--- config.mk ---
export PLATFORM = sky130hd
export DESIGN_NAME = stack_ptr_unit
export DESIGN_NICKNAME = d
export VERILOG_FILES = /design/src/verilog/stack_ptr_unit.v
export VERILOG_INCLUDE_DIRS = /design/src /design/src/common
export SDC_FILE = /design/constraint.sdc
export NUM_CORES = 1
export LEC_CHECK = 0
export ABC_AREA = 0
export BUFFER_PORTS_ARGS = -buffer_cell sky130_fd_sc_hd__buf_2
export CAP_MARGIN = 10
export CORE_UTILIZATION = 31
export CTS_CLUSTER_SIZE = 28
export DETAILED_ROUTE_END_ITERATION = 8
export GPL_ROUTABILITY_DRIVEN = 0
export HOLD_SLACK_MARGIN = 0.15
export PLACE_DENSITY_LB_ADDON = 0.3
export SYNTH_ARGS = -nofsm -noshare
export SYNTH_HDL_FRONTEND = slang
export SYNTH_SLANG_ARGS = --single-unit
--- constraint.sdc ---
create_clock -name sys_clk_i -period 6.89 [get_ports sys_clk_i]
set_input_delay 1.378 -clock sys_clk_i [delete_from_list [all_inputs] [get_ports sys_clk_i]]
set_output_delay 1.378 -clock sys_clk_i [all_outputs]
set_load 0.005 [all_outputs]
--- src/common/stack_ptr_map.vh ---
`ifndef STACK_PTR_MAP_VH
`define STACK_PTR_MAP_VH
`define SP_ADDR_W 16
`define SP_REG_CNT 8
`define SP_SEL_W 3
`define SP_HW_STACK_REG 3'h6
`define SP_PC_REG 3'h7
`define SP_STEP_WORD 16'h0002
`define SP_STEP_BYTE 16'h0001
`define SP_WORD_MASK 16'hfffe
`define SP_RESET_VAL 16'h0000
`define SP_OP_NONE 2'h0
`define SP_OP_PUSH 2'h1
`define SP_OP_POP 2'h2
`define SP_OP_LOAD 2'h3
`define SP_ST_IDLE 2'h0
`define SP_ST_WAIT 2'h1
`endif

--- src/verilog/stack_ptr_unit.v ---
`timescale 1ns/1ps
`default_nettype none
`include "stack_ptr_map.vh"
module stack_ptr_unit
(
    // Clock and reset
    input wire sys_clk_i,
    input wire nrst_i,
    // Stack operation request
    input wire op_valid_i,
    output wire op_ready_o,
    input wire [1:0] op_i,
    input wire [`SP_SEL_W-1:0] op_reg_i,
    input wire op_implicit_i,
    input wire op_byte_i,
    input wire [15:0] op_wdata_i,
    // Operation result
    output reg done_ff_o,
    output reg illegal_ff_o,
    output reg [15:0] rdata_ff_o,
    // Register read port
    input wire [`SP_SEL_W-1:0] rd_sel_i,
    output wire [15:0] rd_data_o,
    // Memory holding the stack
    output reg mem_req_ff_o,
    output reg mem_we_ff_o,
    output reg mem_byte_ff_o,
    output reg [15:0] mem_addr_ff_o,
    output reg [15:0] mem_wdata_ff_o,
    input wire mem_ack_i,
    input wire [15:0] mem_rdata_i
);
    // Controller states
    localparam [1:0] ST_IDLE = `SP_ST_IDLE;
    localparam [1:0] ST_WAIT = `SP_ST_WAIT;

    reg [15:0] ptr_ff [0:`SP_REG_CNT-1];
    reg [1:0] state_ff;
    reg [1:0] pend_op_ff;
    reg [`SP_SEL_W-1:0] pend_reg_ff;
    reg [15:0] pend_step_ff;
    reg [1:0] nxt_state;
    integer i;

    wire [`SP_SEL_W-1:0] eff_reg;
    wire [15:0] step;
    wire [15:0] cur_ptr;
    wire [15:0] dec_ptr;
    wire [15:0] inc_ptr;
    wire [15:0] load_val;
    wire is_illegal;
    wire take;
    wire take_ok;
    wire do_push;
    wire do_pop;
    wire do_load;
    wire mem_done;
    wire pop_done;
    wire bad_state;

    // Step size per register and access width
    function [15:0] step_of;
        input [`SP_SEL_W-1:0] r;
        input b;
        begin
            if (b && r != `SP_HW_STACK_REG && r != `SP_PC_REG)
                step_of = `SP_STEP_BYTE;
            else
                step_of = `SP_STEP_WORD;
        end
    endfunction

    // Push and pop are the only codes that touch memory
    function is_stack_op;
        input [1:0] o;
        begin
            is_stack_op = (o == `SP_OP_PUSH) || (o == `SP_OP_POP);
        end
    endfunction

    assign eff_reg = op_implicit_i ? `SP_HW_STACK_REG : op_reg_i;
    assign step = step_of(eff_reg, op_byte_i);
    assign cur_ptr = ptr_ff[eff_reg];
    assign dec_ptr = cur_ptr - step;
    // Pop moves the pointer it captured, not the one now requested
    assign inc_ptr = ptr_ff[pend_reg_ff] + pend_step_ff;
    // Hardware stack register may only hold even addresses
    assign load_val = (eff_reg == `SP_HW_STACK_REG) ?
        (op_wdata_i & `SP_WORD_MASK) : op_wdata_i;
    // Stack ops through the program counter register are refused
    assign is_illegal = is_stack_op(op_i) && eff_reg == `SP_PC_REG;
    assign op_ready_o = (state_ff == ST_IDLE);
    assign rd_data_o = ptr_ff[rd_sel_i];

    assign take = op_valid_i && op_ready_o;
    assign take_ok = take && !is_illegal;
    assign do_push = take_ok && op_i == `SP_OP_PUSH;
    assign do_pop = take_ok && op_i == `SP_OP_POP;
    assign do_load = take_ok && op_i == `SP_OP_LOAD;
    assign mem_done = (state_ff == ST_WAIT) && mem_ack_i;
    assign pop_done = mem_done && pend_op_ff == `SP_OP_POP;
    assign bad_state = (state_ff != ST_IDLE) && (state_ff != ST_WAIT);

    always @*
    begin
        nxt_state = state_ff;
        case (state_ff)
            ST_IDLE:
                if (take_ok && is_stack_op(op_i))
                    nxt_state = ST_WAIT;
            ST_WAIT:
                if (mem_ack_i)
                    nxt_state = ST_IDLE;
            default:
                nxt_state = ST_IDLE;
        endcase
    end

    // Controller state
    always @(posedge sys_clk_i or negedge nrst_i)
    begin
        if (!nrst_i)
            state_ff <= ST_IDLE;
        else
            state_ff <= nxt_state;
    end

    // Pointer registers; push moves before the access, pop after it
    always @(posedge sys_clk_i or negedge nrst_i)
    begin
        if (!nrst_i)
        begin
            for (i = 0; i < `SP_REG_CNT; i = i + 1)
                ptr_ff[i] <= `SP_RESET_VAL;
        end
        else if (do_push)
            ptr_ff[eff_reg] <= dec_ptr;
        else if (do_load)
            ptr_ff[eff_reg] <= load_val;
        else if (pop_done)
            ptr_ff[pend_reg_ff] <= inc_ptr;
    end

    // Access held for the memory handshake
    always @(posedge sys_clk_i or negedge nrst_i)
    begin
        if (!nrst_i)
        begin
            pend_op_ff <= `SP_OP_NONE;
            pend_reg_ff <= {`SP_SEL_W{1'b0}};
            pend_step_ff <= `SP_STEP_WORD;
        end
        else if (take_ok)
        begin
            pend_op_ff <= op_i;
            pend_reg_ff <= eff_reg;
            pend_step_ff <= step;
        end
    end

    // Memory request, held until the memory acknowledges
    always @(posedge sys_clk_i or negedge nrst_i)
    begin
        if (!nrst_i)
        begin
            mem_req_ff_o <= 1'b0;
            mem_we_ff_o <= 1'b0;
            mem_byte_ff_o <= 1'b0;
            mem_addr_ff_o <= `SP_RESET_VAL;
            mem_wdata_ff_o <= `SP_RESET_VAL;
        end
        else if (take_ok)
        begin
            if (do_push)
            begin
                mem_addr_ff_o <= dec_ptr;
                mem_we_ff_o <= 1'b1;
                mem_req_ff_o <= 1'b1;
            end
            else if (do_pop)
            begin
                mem_addr_ff_o <= cur_ptr;
                mem_we_ff_o <= 1'b0;
                mem_req_ff_o <= 1'b1;
            end
            mem_byte_ff_o <= (step == `SP_STEP_BYTE);
            mem_wdata_ff_o <= op_wdata_i;
        end
        else if (mem_done)
        begin
            mem_req_ff_o <= 1'b0;
            mem_we_ff_o <= 1'b0;
        end
        else if (bad_state)
            mem_req_ff_o <= 1'b0;
    end

    // Completion pulses and pop data
    always @(posedge sys_clk_i or negedge nrst_i)
    begin
        if (!nrst_i)
        begin
            done_ff_o <= 1'b0;
            illegal_ff_o <= 1'b0;
            rdata_ff_o <= `SP_RESET_VAL;
        end
        else
        begin
            // Memory ops finish on acknowledge, the rest at once
            done_ff_o <= (take && (is_illegal || !is_stack_op(op_i)))
                || mem_done;
            illegal_ff_o <= take && is_illegal;
            if (pop_done)
                rdata_ff_o <= mem_rdata_i;
        end
    end
endmodule // stack_ptr_unit
`default_nettype wire

==> run_results.csv, run 1 <==
group,metric,value,unit
logic_synthesis,synth_cell_types,99,
min_path,hold_path_end,"mem_wdata_ff_o[12]$_DFFE_PN0P_",
clock_network,tritoncts,"built",
logic_synthesis,synthesis.area,13630,sq um
setup_path,worst_r2r_startpoint,"pend_reg_ff[0]$_DFFE_PN0P_",
clock_network,ctsHtreeMaxLevel,4,
sta,timing.final.hold_violations,0,
sta,max_clock_freq,0.1987,GHz
power_and_ir_drop,design_power_total,5337,uW
route,final_routed_wire_length_divided_by_cell_count,30.72,um
die,die_h,211.7,um
final_layout,antenna-diode-count,0,
setup_path,regToRegEndpoint,"ptr_ff[31]$_DFFE_PN0P_",
die,floorplan.die.width,211.7,um
route,routed-via-count,14530,
logic_synthesis,ys_seq_area_share,34.52,%
power_and_ir_drop,p_int,3002,uW
route,drt_pass1_iterations,9,
sta,slew_headroom,13.30,%
clock_network,numClockSinks,188,
place,io_buffer_count,115,
setup_path,timing.reg2reg.setup_slack,1910,ps
sta,timing.final.crit_share,73.03,%
setup_path,cp_data_required_time,7270,ps
route,dr.first_iter.drc_count,2384,
power_and_ir_drop,p_switching,2335,uW
logic_synthesis,yosys.cell_count.top_type,"sky130_fd_sc_hd__nand2_1",
route,route.detailed.vias_per_inst,6.590,
die,core_footprint,43270,sq um
sta,fin_tns_setup,0,ps
place,detailed_place.area,14960,sq um
logic_synthesis,postSynth.topFlopCell,"sky130_fd_sc_hd__dfrtp_1",
logic_synthesis,synth.yosys.warnings,0,
setup_path,path_class,"in2reg",
power_and_ir_drop,power.density,343.0,nW/um^2
power_and_ir_drop,comb_power_share,43.1,%
setup_path,worst-path-max-fanout,19,
place,post-dp-hpwl,46730,um
grt,grt_pass1_vias,13830,
grt,total_routing_usage_gr,30.38,%
logic_synthesis,async_flop_share,100.0,%
final_layout,fin_area,15560,sq um
power_and_ir_drop,switching_fraction_of_total_power,43.76,%
sta,fin_worst_skew,19.85,ps
clock_network,cts_buffers,17,
die,io-pin-count,116,
status,run_status,"complete, no violations",
logic_synthesis,synth_seq_cells,188,
logic_synthesis,yosys-top-cells-count,"sky130_fd_sc_hd__nand2_1, sky130_fd_sc_hd__nor2_1, sky130_fd_sc_hd__dfrtp_1",
setup_path,cp.arrival,5410,ps
grt,antenna_violations_before_repair,0,
sta,final_max_slew_viol_count,0,
clock_network,worst_setup_hold_path_clk_slew,80,ps
clock_network,total_of_cells_resized_after_clock_tree_synthesis,0,
grt,wire_length_of_the_first_global_routing_pass,97310,um
sta,timing_worst_slew_pin_value,1296,ps
setup_path,r2r_cells,12,
clock_network,ctsHoldBuffers,0,
die,floorplan.die_area,44810,sq um
sta,whs,473.7,ps
final_layout,num-nets-final,1661,
power_and_ir_drop,total_leakage_power,0.006369,uW
power_and_ir_drop,pwr-share-clk,20.0,%
logic_synthesis,synth-edff-count,0,
logic_synthesis,synthCells,1517,
final_layout,area.growth.synth_to_final,14.15,%
route,drtAntennaViolNets,0,
sta,finalWorstPathRequiredPeriod,5032,ps
die,floorplan.initialDensity,31.50,%
setup_path,worstSetupStartpointType,"input port",
clock_network,cts_root_buffer,"sky130_fd_sc_hd__clkbuf_16",
die,standard_cell_row_count,76,
route,post-route-drc-count,0,
route,route.final.wire_length,67730,um
grt,grt_max_degree,70,
clock_network,postCtsSetupRepairBufs,0,
logic_synthesis,syn_avg_cell_area,8.985,sq um
sta,rsz0062_at_grt,"false",
min_path,worstHoldPathCells,2,
flow_run,timing.max_cap.violations,0,
sta,setup_viol_count_final,0,
logic_synthesis,synth.top_cell.area_share,34.33,%
logic_synthesis,synth_largest_area_cell,"sky130_fd_sc_hd__dfrtp_1",
final_layout,ratio_of_cells_with_drive_above_1_in_the_final_layout,22.53,%
final_layout,finalCoreUtilization,35.96,%
logic_synthesis,ys_top_cells_by_area,"sky130_fd_sc_hd__dfrtp_1, sky130_fd_sc_hd__mux4_2, sky130_fd_sc_hd__nand2_1, sky130_fd_sc_hd__nor2_1, sky130_fd_sc_hd__mux2i_1",
power_and_ir_drop,part_of_the_total_power_dissipated_in_sequential_elements,36.9,%
clock_network,cts_buffer_depth,2,
grt,grt_overflow_total,0,
power_and_ir_drop,vdd.ir_drop.worst,211.1,uV
min_path,hold_path_class,"reg2reg",
clock_network,clkLatencyLatePin,470,ps
setup_path,setup.worst_path.end_class,"flop",
min_path,hold_path_startpoint,"mem_wdata_ff_o[12]$_DFFE_PN0P_",
logic_synthesis,synth_nets,1571,
## cell usage in the layout (no fill, tap or decap), drive strengths merged, types with 6 or more instances in the layout
cell and n:
a211oi 14, a21o 8, a21oi 86, a221o 13
a221oi 40, a22oi 30, a2bb2oi 12, a31oi 21
a32oi 11, and2 7, and3 6, buf 179
clkbuf 18, dfrtp 187, ha 7, inv 23
mux2 32, mux2i 44, mux4 51, nand2 237
nand2b 7, nand3 39, nand4 10, nor2 195
nor2b 6, nor3 18, nor4 6, o211a 7
o211ai 16, o21a 13, o21ai 84, o221ai 15
o22ai 46, or2 7, or3 11, xnor2 19
xor2 15
## kinds of logic after synthesis
| kind of cell | after synthesis | share of synthesized area, % |
|---|---|---|
| compound gates | 454 | 23.44 |
| xor+xnor | 34 | 2.460 |
| fa+ha+maj | 8 | 0.7894 |
| buf+inv | 124 | 4.333 |
| flops | 188 | 34.52 |
| mux | 127 | 14.30 |
| simple gates | 582 | 20.15 |
## metal layers
metal	GRT usage [%]	vias up	routed length, um
li1	-	5879	-
met1	39.63	7001	25590
met2	42.21	1321	27080
met3	10.52	327	9943
met4	19.59	4	4989
met5	2.113	-	124
## critical path: stages
cell	delay, ps
sky130_fd_sc_hd__buf_2	250
sky130_fd_sc_hd__buf_4	400
sky130_fd_sc_hd__mux2_2	390
sky130_fd_sc_hd__nand3_1	100
sky130_fd_sc_hd__nand4_1	170
sky130_fd_sc_hd__a21oi_1	370
sky130_fd_sc_hd__ha_1	230
sky130_fd_sc_hd__inv_1	40
sky130_fd_sc_hd__ha_1	230
sky130_fd_sc_hd__a2111oi_4	540
sky130_fd_sc_hd__nand4_2	320
sky130_fd_sc_hd__xor2_1	650
sky130_fd_sc_hd__nand3_1	140
sky130_fd_sc_hd__a31oi_1	180
## power groups by stage
stage	combinational, uW	clock [uW]	sequential (uW)
after global placement	2200	0	1940
after CTS	2240	1080	1930
final	2300	1070	1970
after global routing	2450	1120	2000
after detailed placement	2230	0	1950
after floorplan	1520	0	1780
## sequential cells by signal (all words and copies together), names as in the netlist
register / cells
ptr_ff: 128
mem_addr_ff_o: 16
mem_wdata_ff_o: 16
rdata_ff_o: 16
pend_reg_ff: 3
pend_op_ff: 2
pend_step_ff: 2
done_ff_o: 1
illegal_ff_o: 1
mem_req_ff_o: 1
mem_we_ff_o: 1
state_ff: 1
## per-stage QoR
step                      setup slack (ps)  std cells
after detailed placement              1597       2173
after global routing                  1664       2205
after floorplan                       2548       1517
after CTS                             2071       2205
final                                 1858       2205
after global placement                1606       2173
## final cells by class
class                           instances  area, sq um
Tap cell                              585        732.0
Clock buffer                           17        425.4
Fill cell                            4468        27710
Inverter                               15        56.30
Sequential cell                       188         4708
Multi-Input combinational cell       1205         8388
Clock inverter                         15        177.7
Timing Repair Buffer                  180         1072
## worst max-delay path by stage
stage                              endpoint         from  cells after the start  slack [ps]
global placement    ptr_ff[108]$_DFFE_PN0P_  op_reg_i[0]                     14        1610
floorplan                      rd_data_o[0]  rd_sel_i[0]                      4        2550
finish               ptr_ff[76]$_DFFE_PN0P_  op_reg_i[0]                     14        1860
CTS                  ptr_ff[76]$_DFFE_PN0P_  op_reg_i[0]                     14        2070
global route        ptr_ff[108]$_DFFE_PN0P_  op_reg_i[0]                     14        1660
detailed placement   ptr_ff[76]$_DFFE_PN0P_  op_reg_i[0]                     14        1600
Power figures use the tool's default switching activity.
==> inputs of run 2 (changes only) <==
- clock period: 6.89 -> 5.1 ns (I/O delays scaled with it)
==> run_results.csv, run 2 (synthesis results as in run 1) <==
group,metric,value,unit
status,run_status,"complete, no violations",
min_path,hold_path_class,"reg2reg",
grt,total_routing_usage_gr,31.57,%
setup_path,worstSetupStartpointType,"flop",
place,detailed_place.area,15300,sq um
sta,final_max_slew_viol_count,0,
route,dr.first_iter.drc_count,2781,
route,post-route-drc-count,0,
final_layout,num-nets-final,1703,
clock_network,cts_buffer_depth,2,
grt,wire_length_of_the_first_global_routing_pass,101000,um
setup_path,path_class,"reg2reg",
grt,grt_max_degree,98,
final_layout,layout_common_cells,"sky130_fd_sc_hd__nand2_1, sky130_fd_sc_hd__nor2_1, sky130_fd_sc_hd__dfrtp_1",
die,core_footprint,43270,sq um
die,io-pin-count,116,
clock_network,ctsHtreeMaxLevel,4,
route,route.final.wire_length,70650,um
route,route.detailed.vias_per_inst,6.649,
setup_path,r2r_cells,10,
clock_network,numClockSinks,188,
die,standard_cell_row_count,76,
sta,finalWorstPathRequiredPeriod,4786,ps
clock_network,ctsHoldBuffers,0,
place,post-dp-hpwl,49470,um
final_layout,area.growth.synth_to_final,16.91,%
die,floorplan.die_area,44810,sq um
sta,timing.final.crit_share,93.84,%
place,io_buffer_count,115,
sta,max_clock_freq,0.2089,GHz
sta,whs,476.0,ps
clock_network,postCtsSetupRepairBufs,0,
final_layout,layout_commonest_cell,"sky130_fd_sc_hd__nand2_1",
clock_network,cts_root_buffer,"sky130_fd_sc_hd__clkbuf_16",
min_path,worstHoldPathCells,2,
die,floorplan.die.width,211.7,um
die,die_h,211.7,um
setup_path,setup.worst_path.end_class,"flop",
final_layout,fin_area,15940,sq um
die,floorplan.initialDensity,31.50,%
final_layout,finalCoreUtilization,36.83,%
clock_network,worst_setup_hold_path_clk_slew,70,ps
setup_path,cp.arrival,5150,ps
setup_path,worst-path-max-fanout,19,
power_and_ir_drop,total_leakage_power,0.006594,uW
sta,timing.final.hold_violations,0,
route,drtAntennaViolNets,0,
clock_network,total_of_cells_resized_after_clock_tree_synthesis,0,
final_layout,biggest_register,"ptr_ff",
route,final_routed_wire_length_divided_by_cell_count,31.45,um
setup_path,cp_data_required_time,5460,ps
power_and_ir_drop,vdd.ir_drop.worst,290.0,uV
clock_network,tritoncts,"built",
clock_network,cts_buffers,17,
power_and_ir_drop,power.density,467.5,nW/um^2
sta,rsz0062_at_grt,"false",
sta,fin_worst_skew,15.84,ps
grt,grt_pass1_vias,14250,
clock_network,clkLatencyLatePin,470,ps
sta,fin_tns_setup,0,ps
final_layout,largest_reg_flops,128,
route,routed-via-count,14930,
sta,timing_worst_slew_pin_value,1306,ps
sta,setup_viol_count_final,0,
grt,grt_overflow_total,0,
grt,antenna_violations_before_repair,1,
final_layout,ratio_of_cells_with_drive_above_1_in_the_final_layout,24.34,%
flow_run,timing.max_cap.violations,0,
sta,slew_headroom,12.03,%
route,drt_pass1_iterations,7,
## run 2: report_power, final
group | switching, uW | total (uW) | internal, uW
registers | 643 | 2670 | 2020
clock network | 643 | 1520 | 878
logic | 1920 | 3260 | 1340
total | 3210 | 7450 | 4240
## run 2: path summary, 6_finish.rpt
check | end | slack, ps | start
setup / recovery | ptr_ff[47]$_DFFE_PN0P_ | 310 | pend_reg_ff[1]$_DFFE_PN0P_
hold / removal | rdata_ff_o[0]$_DFFE_PN0P_ | 480 | rdata_ff_o[0]$_DFFE_PN0P_
setup reg to reg | ptr_ff[47]$_DFFE_PN0P_ | 310 | pend_reg_ff[1]$_DFFE_PN0P_
hold reg to reg | rdata_ff_o[0]$_DFFE_PN0P_ | 480 | rdata_ff_o[0]$_DFFE_PN0P_
max in group asynchronous | ptr_ff[6]$_DFFE_PN0P_ | 3330 | nrst_i
min in group asynchronous | illegal_ff_o$_DFF_PN0_ | 630 | nrst_i
## run 2: critical path, stage by stage (launching register included)
cell                       delay (ps)
sky130_fd_sc_hd__dfrtp_1         1030
sky130_fd_sc_hd__nand2b_1         550
sky130_fd_sc_hd__o221ai_1         380
sky130_fd_sc_hd__ha_1             250
sky130_fd_sc_hd__a21o_1           120
sky130_fd_sc_hd__o21ai_1          300
sky130_fd_sc_hd__nor4b_4          630
sky130_fd_sc_hd__nand4b_1         360
sky130_fd_sc_hd__xor2_1           680
sky130_fd_sc_hd__a21oi_1          170
sky130_fd_sc_hd__o32ai_1          180
## run 2: cell type report
type,count,area (sq um)
multi-input cells,1205,8388
clock inverters,11,192.7
inverters,15,56.30
fillers,4384,27330
clock buffers,19,442.9
well taps,585,732.0
flip-flops and latches,188,4708
repair buffers,222,1413
diodes,1,2.502
## run 2: metrics by stage
step | total power, uW | std cells | setup slack [ps]
floorplan | 4464 | 1517 | 1152
global placement | 5713 | 2215 | 549.8
detailed placement | 5758 | 2215 | 496.4
CTS | 7283 | 2245 | 611.6
global route | 7716 | 2245 | 379.8
finish | 7450 | 2246 | 314.1
## run 2: routing by layer
layer	part of all wire (%)	global-route usage [%]	vias to the layer above
met1	37	39.76	7098
met2	38	42.64	1425
met5	0.12	1.557	-
met3	16	13.80	439
li1	-	-	5970
met4	9.1	22.14	2
